==> src/verilog/adrg_pkg.sv <==
// Constants and types shared by the dynamic range gain block
package adrg_pkg;
  localparam int CLK_NS = 10;
  localparam int SAMPLE_W = 24;
  localparam int AVS_AW = 8;
  // Gain is counted in 0.125 dB steps
  localparam int STEPS_6DB = 48;
  typedef logic signed [11:0] adrg_gain_t;
  typedef enum logic [2:0] {
    ST_HOLD = 3'b001,
    ST_ATTACK = 3'b010,
    ST_DECAY = 3'b100
  } adrg_dir_t;
  // Register indices; byte address is four times the index
  localparam logic [5:0] IDX_MAIN = 6'h20;
  localparam logic [5:0] IDX_TIME = 6'h21;
  localparam logic [5:0] IDX_SLOPE = 6'h22;
  localparam logic [5:0] IDX_KNEE = 6'h23;
  localparam logic [5:0] IDX_STAT = 6'h24;
  localparam int MAIN_EN_BIT = 15;
  localparam int MAIN_SU_LSB = 6;
  localparam int MAIN_FF_BIT = 5;
  localparam int MAIN_QR_BIT = 2;
  localparam int MAIN_AC_BIT = 1;
  localparam int TIME_ATK_LSB = 12;
  localparam int TIME_DCY_LSB = 8;
  localparam int TIME_THR_LSB = 6;
  localparam int TIME_QRD_LSB = 4;
  localparam int TIME_MIN_LSB = 2;
  localparam int TIME_MAX_LSB = 0;
  localparam int SLOPE_HI_LSB = 3;
  localparam int SLOPE_LO_LSB = 0;
  localparam int KNEE_IP_LSB = 5;
  localparam int KNEE_OP_LSB = 0;
  localparam logic [15:0] MAIN_RST = 16'h01a6;
  localparam logic [15:0] TIME_RST = 16'h4201;
  localparam logic [15:0] SLOPE_RST = 16'h0000;
  localparam logic [15:0] KNEE_RST = 16'h0000;
  // Time per 6 dB of the fastest code of each rate
  localparam int ATK_BASE_NS = 181000;
  localparam int DCY_BASE_NS = 186000000;
  localparam int QR_BASE_NS = 725000;
  localparam logic [31:0] ATK_TICK_CYC =
    32'(ATK_BASE_NS / CLK_NS / STEPS_6DB);
  localparam logic [31:0] QR_TICK_CYC =
    32'(QR_BASE_NS / CLK_NS / STEPS_6DB);
  localparam logic [31:0] DCY_TICK_DFLT =
    32'(DCY_BASE_NS / CLK_NS / STEPS_6DB);
  localparam logic [3:0] ATK_MAX_CODE = 4'hb;
  localparam logic [3:0] DCY_MAX_CODE = 4'h8;
  localparam int DELAY_SHORT = 5;
  localparam int DELAY_LONG = 9;
  localparam int RMS_SHIFT = 6;
  localparam int PEAK_SHIFT = 3;
  localparam int FLOOR_STEP = 48;
  localparam adrg_gain_t CEIL_TBL [4] =
    '{12'sd96, 12'sd144, 12'sd192, 12'sd288};
  localparam int THR_BASE = 96;
  localparam int THR_STEP = 48;
  localparam int STARTUP_BASE = -24;
  localparam int STARTUP_STEP = 4;
  localparam logic [4:0] STARTUP_MAX_CODE = 5'h12;
  localparam int KNEE_STEP = 6;
  localparam logic [5:0] KNEE_IP_MAX = 6'h3c;
  localparam logic [4:0] KNEE_OP_MAX = 5'h1e;
  localparam logic [2:0] HI_ZERO_CODE = 3'h5;
  localparam logic [2:0] LO_ZERO_CODE = 3'h4;
  // Level converter scaling, halved because it sees squares
  localparam int LOG_OCT_HALF = 24;
  localparam int LOG_MANT_HALF = 3;
  localparam logic [10:0] ATT_SILENT = 11'h2f8;
  // Linear gain: 2^(i/8) in 1/256 units, offset of four octaves
  localparam int GAIN_OFS = 192;
  localparam int MANT_DIV = 6;
  localparam int LIN_SHIFT = 12;
  localparam logic [8:0] MANT_TBL [8] = '{9'h100, 9'h117, 9'h130,
    9'h14c, 9'h16a, 9'h18b, 9'h1af, 9'h1d6};
endpackage : adrg_pkg

==> src/verilog/adrg_gain_ctl.sv <==
// Dynamic range gain controller with Avalon-MM register slave
// What this block does
// - Gain never drops below the floor chosen by bits 3:2.
// - Gain never rises above the ceiling chosen by bits 1:0.
// - Computed gain is clamped between floor and ceiling.
// - Target gain uses an averaged RMS level, not single samples.
// - Loud signal lowers gain at attack rate, quiet raises at decay.
// - Attack rate from bits 15:12, doubling per code, 0 acts as 1.
// - Normal decay rate from bits 11:8, doubling per code.
// - Anti-clip looks ahead and speeds attack to stop output clipping.
// - Main register bit 1 enables anti-clip, reset value one.
// - Bit 5 selects a 5 or 9 sample main path delay.
// - With anti-clip off no look-ahead delay is inserted.
// - Main register bit 2 enables quick release; crest is always measured.
// - Crest above threshold swaps normal decay for quick decay.
// - Crest threshold from bits 7:6, 12 to 30 dB.
// - Quick decay rate from bits 5:4, 0.725, 1.45 or 5.8 ms.
// - On initialisation gain loads the start-up value first.
// - Start-up gain bits 10:6, -3 dB plus 0.5 dB per code.
// - Controller runs only with bit 15 set, never in pin mode.
// - Target level follows a two-slope curve around a knee.
`timescale 1ns/1ps
module adrg_gain_ctl #(
  parameter logic [31:0] DCY_TICK_CYC = adrg_pkg::DCY_TICK_DFLT
) (
  input wire logic core_clk_in,
  input wire logic srst_in,
  input wire logic hw_mode_in,
  input wire logic [adrg_pkg::AVS_AW-1:0] avs_address_in,
  input wire logic avs_read_in,
  input wire logic avs_write_in,
  input wire logic [31:0] avs_writedata_in,
  input wire logic [3:0] avs_byteenable_in,
  output logic [31:0] avs_readdata_out,
  output logic avs_waitrequest_out,
  input wire logic [adrg_pkg::SAMPLE_W-1:0] sample_in,
  input wire logic sample_valid_in,
  output logic [adrg_pkg::SAMPLE_W-1:0] sample_out,
  output logic sample_valid_out
);
  import adrg_pkg::*;

  function automatic adrg_gain_t clamp_g(input adrg_gain_t v,
      input adrg_gain_t lo, input adrg_gain_t hi);
    clamp_g = (v < lo) ? lo : ((v > hi) ? hi : v);
  endfunction : clamp_g

  logic [15:0] main_q;
  logic [15:0] time_q;
  logic [15:0] slope_q;
  logic [15:0] knee_q;
  logic wait_q;
  logic [31:0] rdata_q;
  logic hw_s1_q;
  logic hw_s2_q;
  logic run_q;
  adrg_gain_t gain_q;
  adrg_gain_t gain_d;
  adrg_dir_t dir_q;
  adrg_dir_t dir_d;
  logic [31:0] cnt_q;
  logic [31:0] period;
  logic [31:0] ms_q;
  logic [31:0] pk_q;
  logic [SAMPLE_W-1:0] dl_q [DELAY_LONG];
  logic [SAMPLE_W-1:0] sample_q;
  logic valid_q;

  // Register bus decode
  wire req = avs_read_in | avs_write_in;
  wire take = req & ~wait_q;
  wire [5:0] idx = avs_address_in[7:2];
  wire hit_main = idx == IDX_MAIN;
  wire hit_time = idx == IDX_TIME;
  wire hit_slope = idx == IDX_SLOPE;
  wire hit_knee = idx == IDX_KNEE;
  wire hit_stat = idx == IDX_STAT;
  wire wr_go = take & avs_write_in;
  wire [15:0] wmask = {{8{avs_byteenable_in[1]}},
    {8{avs_byteenable_in[0]}}};
  wire [15:0] wdat = avs_writedata_in[15:0] & wmask;
  wire [15:0] main_d = (main_q & ~wmask) | wdat;
  wire [15:0] time_d = (time_q & ~wmask) | wdat;
  wire [15:0] slope_d = (slope_q & ~wmask) | wdat;
  wire [15:0] knee_d = (knee_q & ~wmask) | wdat;

  // Field decode
  wire run = main_q[MAIN_EN_BIT] & ~hw_s2_q;
  wire init = run & ~run_q;
  wire clip_en = main_q[MAIN_AC_BIT];
  wire ff_long = main_q[MAIN_FF_BIT];
  wire qr_en = main_q[MAIN_QR_BIT];
  wire [4:0] su_code = main_q[MAIN_SU_LSB +: 5];
  wire [3:0] atk_code = time_q[TIME_ATK_LSB +: 4];
  wire [3:0] dcy_code = time_q[TIME_DCY_LSB +: 4];
  wire [1:0] thr_code = time_q[TIME_THR_LSB +: 2];
  wire [1:0] qrd_code = time_q[TIME_QRD_LSB +: 2];
  wire [1:0] min_code = time_q[TIME_MIN_LSB +: 2];
  wire [1:0] max_code = time_q[TIME_MAX_LSB +: 2];
  wire [2:0] hi_code = slope_q[SLOPE_HI_LSB +: 3];
  wire [2:0] lo_code = slope_q[SLOPE_LO_LSB +: 3];
  wire [5:0] kip_code = knee_q[KNEE_IP_LSB +: 6];
  wire [4:0] kop_code = knee_q[KNEE_OP_LSB +: 5];

  // Reserved codes fold onto the nearest defined one
  wire [3:0] atk_sh = (atk_code == 4'h0) ? 4'h0 :
    (atk_code > ATK_MAX_CODE) ? ATK_MAX_CODE - 4'h1 :
    atk_code - 4'h1;
  wire [3:0] dcy_sh = (dcy_code > DCY_MAX_CODE) ? DCY_MAX_CODE :
    dcy_code;
  wire [1:0] qr_sh = (qrd_code == 2'h0) ? 2'h0 :
    (qrd_code == 2'h1) ? 2'h1 : 2'h3;
  wire [4:0] su_c = (su_code > STARTUP_MAX_CODE) ?
    STARTUP_MAX_CODE : su_code;
  wire [5:0] kip_c = (kip_code > KNEE_IP_MAX) ? KNEE_IP_MAX :
    kip_code;
  wire [4:0] kop_c = (kop_code > KNEE_OP_MAX) ? KNEE_OP_MAX :
    kop_code;
  wire hi_zero = hi_code >= HI_ZERO_CODE;
  wire lo_zero = lo_code >= LO_ZERO_CODE;

  wire adrg_gain_t floor_g = adrg_gain_t'(-FLOOR_STEP *
    int'(min_code));
  wire adrg_gain_t ceil_g = CEIL_TBL[max_code];
  // Limits written in this cycle already bound the next gain value
  wire [15:0] time_nx = (wr_go && hit_time) ? time_d : time_q;
  wire adrg_gain_t floor_nx = adrg_gain_t'(-FLOOR_STEP *
    int'(time_nx[TIME_MIN_LSB +: 2]));
  wire adrg_gain_t ceil_nx = CEIL_TBL[time_nx[TIME_MAX_LSB +: 2]];
  wire adrg_gain_t thr_g = adrg_gain_t'(THR_BASE + THR_STEP *
    int'(thr_code));
  wire adrg_gain_t su_g = adrg_gain_t'(STARTUP_BASE +
    STARTUP_STEP * int'(su_c));
  wire adrg_gain_t knee_in = adrg_gain_t'(-KNEE_STEP *
    int'(kip_c));
  wire adrg_gain_t knee_out = adrg_gain_t'(-KNEE_STEP *
    int'(kop_c));

  // Level measurement from the undelayed input
  wire [SAMPLE_W-1:0] s_abs = sample_in[SAMPLE_W-1] ?
    SAMPLE_W'(-sample_in) : sample_in;
  wire [15:0] m16 = s_abs[SAMPLE_W-1 -: 16];
  wire [31:0] sq = m16 * m16;
  wire [31:0] pk_dec = pk_q - (pk_q >> PEAK_SHIFT);
  logic [10:0] att_rms;
  logic [10:0] att_pk;
  logic [10:0] att_now;

  adrg_level_log u_log_rms (
    .val_in(ms_q),
    .att_out(att_rms)
  );
  adrg_level_log u_log_pk (
    .val_in(pk_q),
    .att_out(att_pk)
  );
  adrg_level_log u_log_now (
    .val_in(sq),
    .att_out(att_now)
  );

  // Static curve around the knee gives the target gain
  wire adrg_gain_t lvl = -adrg_gain_t'(att_rms);
  wire above = lvl >= knee_in;
  wire adrg_gain_t dev = above ? lvl - knee_in : knee_in - lvl;
  wire adrg_gain_t dev_sc = above ?
    (hi_zero ? '0 : dev >>> hi_code) :
    (lo_zero ? '0 : dev >>> lo_code);
  wire adrg_gain_t t_out = above ? knee_out + dev_sc :
    knee_out - dev_sc;
  wire adrg_gain_t tgt = clamp_g(adrg_gain_t'(t_out - lvl),
    floor_g, ceil_g);

  // Crest factor and anti-clip prediction
  wire adrg_gain_t crest = adrg_gain_t'(att_rms) -
    adrg_gain_t'(att_pk);
  wire qr_act = qr_en & (crest > thr_g);
  // The next sample is seen before it reaches the output tap
  wire clip_risk = run & clip_en &
    (gain_q > adrg_gain_t'(att_now));

  always_comb begin
    if (clip_risk && gain_q > floor_g) begin
      dir_d = ST_ATTACK;
    end else if (gain_q > tgt) begin
      dir_d = ST_ATTACK;
    end else if (gain_q < tgt) begin
      dir_d = ST_DECAY;
    end else begin
      dir_d = ST_HOLD;
    end
  end

  always_comb begin
    unique case (dir_q)
      ST_ATTACK: begin
        period = clip_risk ? 32'h1 : ATK_TICK_CYC << atk_sh;
      end
      ST_DECAY: begin
        period = qr_act ? QR_TICK_CYC << qr_sh :
          DCY_TICK_CYC << dcy_sh;
      end
      ST_HOLD: begin
        period = '1;
      end
      default: begin
        period = '1;
      end
    endcase
  end

  wire same_dir = dir_d == dir_q;
  wire step = run & run_q & same_dir & (dir_q != ST_HOLD) &
    (cnt_q + 32'h1 >= period);

  always_comb begin
    if (init) begin
      gain_d = su_g;
    end else if (step && dir_q == ST_ATTACK) begin
      gain_d = gain_q - 12'sh001;
    end else if (step && dir_q == ST_DECAY) begin
      gain_d = gain_q + 12'sh001;
    end else begin
      gain_d = gain_q;
    end
    // Limits may change while running, so clamp every cycle
    gain_d = clamp_g(gain_d, floor_nx, ceil_nx);
  end

  // Gain to linear factor: octave shift times a table mantissa
  wire [11:0] gofs = 12'(gain_q + adrg_gain_t'(GAIN_OFS));
  wire [3:0] oct = 4'(gofs / 12'(STEPS_6DB));
  wire [11:0] rem = 12'(gofs - 12'(oct) * 12'(STEPS_6DB));
  wire [2:0] midx = 3'(rem / 12'(MANT_DIV));
  wire [8:0] mant = MANT_TBL[midx];

  // Look-ahead delay applies only while anti-clip is active
  wire [SAMPLE_W-1:0] tap = ff_long ? dl_q[DELAY_LONG-1] :
    dl_q[DELAY_SHORT-1];
  wire [SAMPLE_W-1:0] path_s = (run & clip_en) ? tap :
    sample_in;
  wire signed [33:0] prod = $signed(path_s) * $signed({1'b0, mant});
  wire signed [47:0] wide = (48'(prod) <<< oct) >>> LIN_SHIFT;
  wire sat_hi = wide > 48'sh0000007fffff;
  wire sat_lo = wide < -48'sh000000800000;
  wire [SAMPLE_W-1:0] scaled = sat_hi ? 24'h7fffff :
    sat_lo ? 24'h800000 : wide[SAMPLE_W-1:0];

  wire [15:0] stat_w = {2'h0, clip_risk, qr_act, gain_q};
  wire [15:0] rd_mux = hit_main ? main_q : hit_time ? time_q :
    hit_slope ? slope_q : hit_knee ? knee_q :
    hit_stat ? stat_w : 16'h0000;

  genvar gi;
  for (gi = 0; gi < DELAY_LONG; gi++) begin : g_dly
    wire [SAMPLE_W-1:0] src;
    if (gi == 0) begin : g_head
      assign src = sample_in;
    end else begin : g_tail
      assign src = dl_q[gi-1];
    end
    always_ff @(posedge core_clk_in) begin
      if (srst_in) begin
        dl_q[gi] <= '0;
      end else if (sample_valid_in) begin
        dl_q[gi] <= src;
      end
    end
  end

  // Bus slave: one wait cycle, then a one-cycle answer
  always_ff @(posedge core_clk_in) begin
    if (srst_in) begin
      wait_q <= 1'b1;
      rdata_q <= '0;
      main_q <= MAIN_RST;
      time_q <= TIME_RST;
      slope_q <= SLOPE_RST;
      knee_q <= KNEE_RST;
    end else begin
      wait_q <= ~(req & wait_q);
      if (req && wait_q) begin
        rdata_q <= {16'h0000, rd_mux};
      end
      if (wr_go && hit_main) begin
        main_q <= main_d;
      end
      if (wr_go && hit_time) begin
        time_q <= time_d;
      end
      if (wr_go && hit_slope) begin
        slope_q <= slope_d;
      end
      if (wr_go && hit_knee) begin
        knee_q <= knee_d;
      end
    end
  end

  always_ff @(posedge core_clk_in) begin
    if (srst_in) begin
      hw_s1_q <= 1'b0;
      hw_s2_q <= 1'b0;
      run_q <= 1'b0;
      gain_q <= '0;
      dir_q <= ST_HOLD;
      cnt_q <= '0;
    end else begin
      hw_s1_q <= hw_mode_in;
      hw_s2_q <= hw_s1_q;
      run_q <= run;
      gain_q <= gain_d;
      dir_q <= run ? dir_d : ST_HOLD;
      cnt_q <= (!run || !same_dir || step) ? '0 : cnt_q + 32'h1;
    end
  end

  // Mean square and decaying peak, updated once per sample
  always_ff @(posedge core_clk_in) begin
    if (srst_in) begin
      ms_q <= '0;
      pk_q <= '0;
    end else if (sample_valid_in) begin
      if (sq >= ms_q) begin
        ms_q <= ms_q + ((sq - ms_q) >> RMS_SHIFT);
      end else begin
        ms_q <= ms_q - ((ms_q - sq) >> RMS_SHIFT);
      end
      pk_q <= (sq > pk_dec) ? sq : pk_dec;
    end
  end

  always_ff @(posedge core_clk_in) begin
    if (srst_in) begin
      sample_q <= '0;
      valid_q <= 1'b0;
    end else begin
      valid_q <= sample_valid_in;
      if (sample_valid_in) begin
        sample_q <= run ? scaled : sample_in;
      end
    end
  end

  assign avs_readdata_out = rdata_q;
  assign avs_waitrequest_out = wait_q;
  assign sample_out = sample_q;
  assign sample_valid_out = valid_q;
endmodule : adrg_gain_ctl

==> src/verilog/adrg_level_log.sv <==
// Square-magnitude to level-below-full-scale converter
`timescale 1ns/1ps
module adrg_level_log (
  input wire logic [31:0] val_in,
  output logic [10:0] att_out
);
  import adrg_pkg::*;
  logic [4:0] pos;
  logic found;
  logic [31:0] norm;
  logic [2:0] mant;

  // Octave from the leading one, three bits below it refine it
  always_comb begin
    pos = '0;
    found = 1'b0;
    for (int i = 31; i >= 0; i--) begin
      if (!found && val_in[i]) begin
        pos = 5'(i);
        found = 1'b1;
      end
    end
    norm = val_in << (5'd31 - pos);
    mant = norm[30:28];
    if (!found) begin
      att_out = ATT_SILENT;
    end else begin
      // A full-scale sample squares to about 2^30, taken as 0 dB
      att_out = 11'((5'd30 - pos) * LOG_OCT_HALF)
        - 11'(mant * LOG_MANT_HALF);
    end
  end
endmodule : adrg_level_log

==> config.mk <==
export PLATFORM = sky130hd
export DESIGN_NAME = adrg_gain_ctl
export DESIGN_NICKNAME = d
export VERILOG_FILES = /design/src/verilog/adrg_pkg.sv /design/src/verilog/adrg_gain_ctl.sv /design/src/verilog/adrg_level_log.sv
export SDC_FILE = /design/constraint.sdc
export NUM_CORES = 2
export LEC_CHECK = 0
export BUFFER_PORTS_ARGS = -buffer_cell sky130_fd_sc_hd__buf_2
export CAP_MARGIN = 0
export CORE_ASPECT_RATIO = 0.6
export CORE_MARGIN = 3
export CORE_UTILIZATION = 65
export DETAILED_ROUTE_END_ITERATION = 7
export HOLD_SLACK_MARGIN = 0.12
export PLACE_DENSITY = 0.8
export SYNTH_ARGS = -nofsm -noshare
export SYNTH_HDL_FRONTEND = slang
export SYNTH_HIERARCHICAL = 1
export SYNTH_SLANG_ARGS = --single-unit
==> constraint.sdc <==
create_clock -name core_clk_in -period 46.3 [get_ports core_clk_in]
set_input_delay 4.63 -clock core_clk_in [delete_from_list [all_inputs] [get_ports core_clk_in]]
set_output_delay 4.63 -clock core_clk_in [all_outputs]
set_load 0.01 [all_outputs]
==> flow_summary_export.csv <==
group,metric,value,unit
layout,n_fill_cell,6860,
sta,setup_violations,0,
floorplan,dieArea,91550,um^2
drt,first_pass_iters,8,
clocking,cts_tree,"built",
layout,drive_above_1_share,6.816,%
drt,wirelength,167800,um
floorplan,rows,83,
status,status,"complete, but fails checks",
drt,drt_iter0_drc,6401,
global_routing,grt_max_degree,153,
floorplan,start_util,66.17,%
layout,area_growth,5.303,%
drt,drc,1,
drt,wl_per_cell,20.85,um
global_routing,grt_use_total,35.37,%
synthesis,synth-seq-cells,436,
status,failed_checks,"DRC",
worst_setup_path,worstPathMaxFanout,26,
layout,nets,7875,
sta,slew_viol_final,0,
worst_setup_path,end_kind,"flop",
layout,multi_input_area,42140,um^2
placed_design,hpwl,128900,um
layout,regArea,10890,um^2
worst_setup_path,cp.arrival,28.48,ns
clocking,post_cts_resized,0,
min_path,hp-class,"reg2reg",
sta,fmax,35.72,MHz
global_routing,grt_pass1_vias,47087,
clocking,cts_buffers,46,
clocking,cts_hold_buf,0,
sta,fin_crit,28.00,ns
worst_setup_path,path_class,"in2reg",
synthesis,yosysTopAreaCell,"ha_1",
clocking,numClockSinks,436,
clocking,post_cts_buffers,0,
synthesis,synth-edff-count,216,
worst_setup_path,startpoint_type,"input port",
clocking,insertion_delay,0.64,ns
synthesis,synth_area_leaders,"ha_1, fa_1, edfxtp_1, dfxtp_1, inv_1",
clocking,htreeDepth,2,
run,cap_violations,0,
global_routing,antenna_found_initial,4,
clocking,cts-root-buf,"clkbuf_16",
placed_design,io_buffer_count,95,
drt,antenna_left,0,
synthesis,syn_inst,6902,
synthesis,avgSynthCellArea,8.273,um^2
placed_design,place.gp.congestion,1.014,
sta,max_slew_margin,16.04,%
layout,final_cells,8048,
floorplan,core_area,86300,um^2
floorplan,die_w,388.6,um
synthesis,synth.top_cell.area_share,12.71,%
synthesis,yosys.cell_types.count,126,
synthesis,yosysWarnings,6,
clocking,cts.path.max_buffers,3,
sta,skew,0.05365,ns
synthesis,yosysSeqAreaShare,19.07,%
global_routing,grt_pass1_wl,262000,um
sta,final-hold-violation-count,0,
sta,rsz0062_at_grt,"no",
drt,viasPerCell,6.452,
synthesis,synth_area,57100,um^2
synthesis,async_flop_share,0,%
sta,worst_pin_slew,1.258,ns
sta,fin_setup_tns,0,ns
floorplan,die_h,235.6,um
drt,vias,51924,
floorplan,io_pins,132,
global_routing,grt_overflow_total,0,
worst_setup_path,crit_required,46.78,ns
clocking,path_clk_slew,0.07,ns
worst_setup_path,critPathMaxStageDelay,0.80,ns
sta,finalCritPeriodShare,60.47,%
placed_design,placedCellCount,7961,
synthesis,synth_ff_type,"dfxtp_1",
worst_setup_path,cpMaxStageDelayCell,"a221oi_1",
## per-stage QoR
stage / instance area [um^2] / hold WS [ns] / setup WS (ns) / utilization (%)
global placement: 58610 / 0.4264 / 18.67 / 67.92
detailed placement: 58610 / 0.4399 / 18.35 / 67.92
CTS: 60120 / 0.4585 / 18.95 / 69.66
floorplan: 57250 / 0.4138 / 22.37 / -
global route: 60120 / 0.4653 / 17.31 / 69.66
finish: 60130 / 0.4575 / 18.30 / 69.67
## cells in the final DEF (no fill, tap or decap), types with 74 or more instances in the layout
cell type  count
a21o_1       117
a21oi_1      370
and3_1       257
buf_2         93
buf_4         98
dfxtp_1      219
edfxtp_1     216
fa_1         359
ha_1         580
inv_1        755
mux2i_1      269
nand2_1      603
nand3_1      140
nor2_1       672
nor2b_1      103
nor3_1       136
o21a_1        74
o21ai_0      302
xnor2_1      203
xor2_1       101
## worst paths after layout
check	from	end	slack, ns	cells after the start
setup / recovery	sample_in[7]	gain_q[6]	18.30	89
hold / removal	hw_s1_q	hw_s2_q	0.46	1
setup reg to reg	ms_q[15]	gain_q[6]	24.37	78
hold reg to reg	hw_s1_q	hw_s2_q	0.46	1
## cell type report
class / instances / area share, %
Antenna cell: 5 / 0.02081
Clock buffer: 60 / 2.073
Clock inverter: 22 / 0.4245
Inverter: 776 / 4.882
Multi-Input combinational cell: 5410 / 70.08
Sequential cell: 436 / 18.11
Tap cell: 1147 / 2.387
Timing Repair Buffer: 192 / 2.016
## routing by layer
metal,vias up,global-route usage [%],part of all wire [%],wire length [um]
met1,24677,55.04,45,75430
met5,-,0.6753,0.049,82
li1,23993,-,-,-
met4,2,7.757,2.5,4178
met2,2956,46.94,38,64490
met3,296,11.12,14,23610
## cells in the mapped netlist, drive strengths merged (30+ instances only)
| master | number |
|---|---|
| nor4 | 49 |
| mux2 | 48 |
| mux2i | 269 |
| xnor2 | 209 |
| a31oi | 65 |
| edfxtp | 216 |
| o21ai | 317 |
| a21o | 118 |
| a221oi | 30 |
| a21oi | 375 |
| xor2 | 102 |
| buf | 80 |
| inv | 764 |
| clkbuf | 239 |
| and3 | 257 |
| o22ai | 36 |
| nand4 | 65 |
| and2 | 44 |
| nand3 | 142 |
| nand2b | 67 |
| fa | 359 |
| o21bai | 33 |
| nor2b | 104 |
| o21a | 74 |
| ha | 580 |
| nor3 | 143 |
| dfxtp | 220 |
| or4 | 37 |
| nor2 | 674 |
| or3 | 48 |
| a211oi | 65 |
| nand2 | 605 |
| o211ai | 78 |
## logic make-up after synthesis
logic type | count (synthesis) | share of synthesized area (%)
DFF | 436 | 19.07
xor gates and xnor gates | 313 | 4.954
muxes | 321 | 5.833
buffers and inverters | 1095 | 7.509
AOI/OAI and AO/OA | 1487 | 17.67
and+or+nand+nor | 2308 | 19.63
other | 2 | 0.01315
adders and majority gates | 940 | 25.31
## critical path, delay by kind of cell
kind	cells	cell delay (ns)
AOI/OAI and AO/OA	31	8.70
xor gates and xnor gates	4	1.04
muxes	1	0.24
buffers and inverters	12	1.80
adders and majority gates	12	4.64
and+or+nand+nor	29	7.36
Power is left out: the tool's default activity adds up to more than one toggle a clock period on the data nets, which glitch-free logic cannot reach.
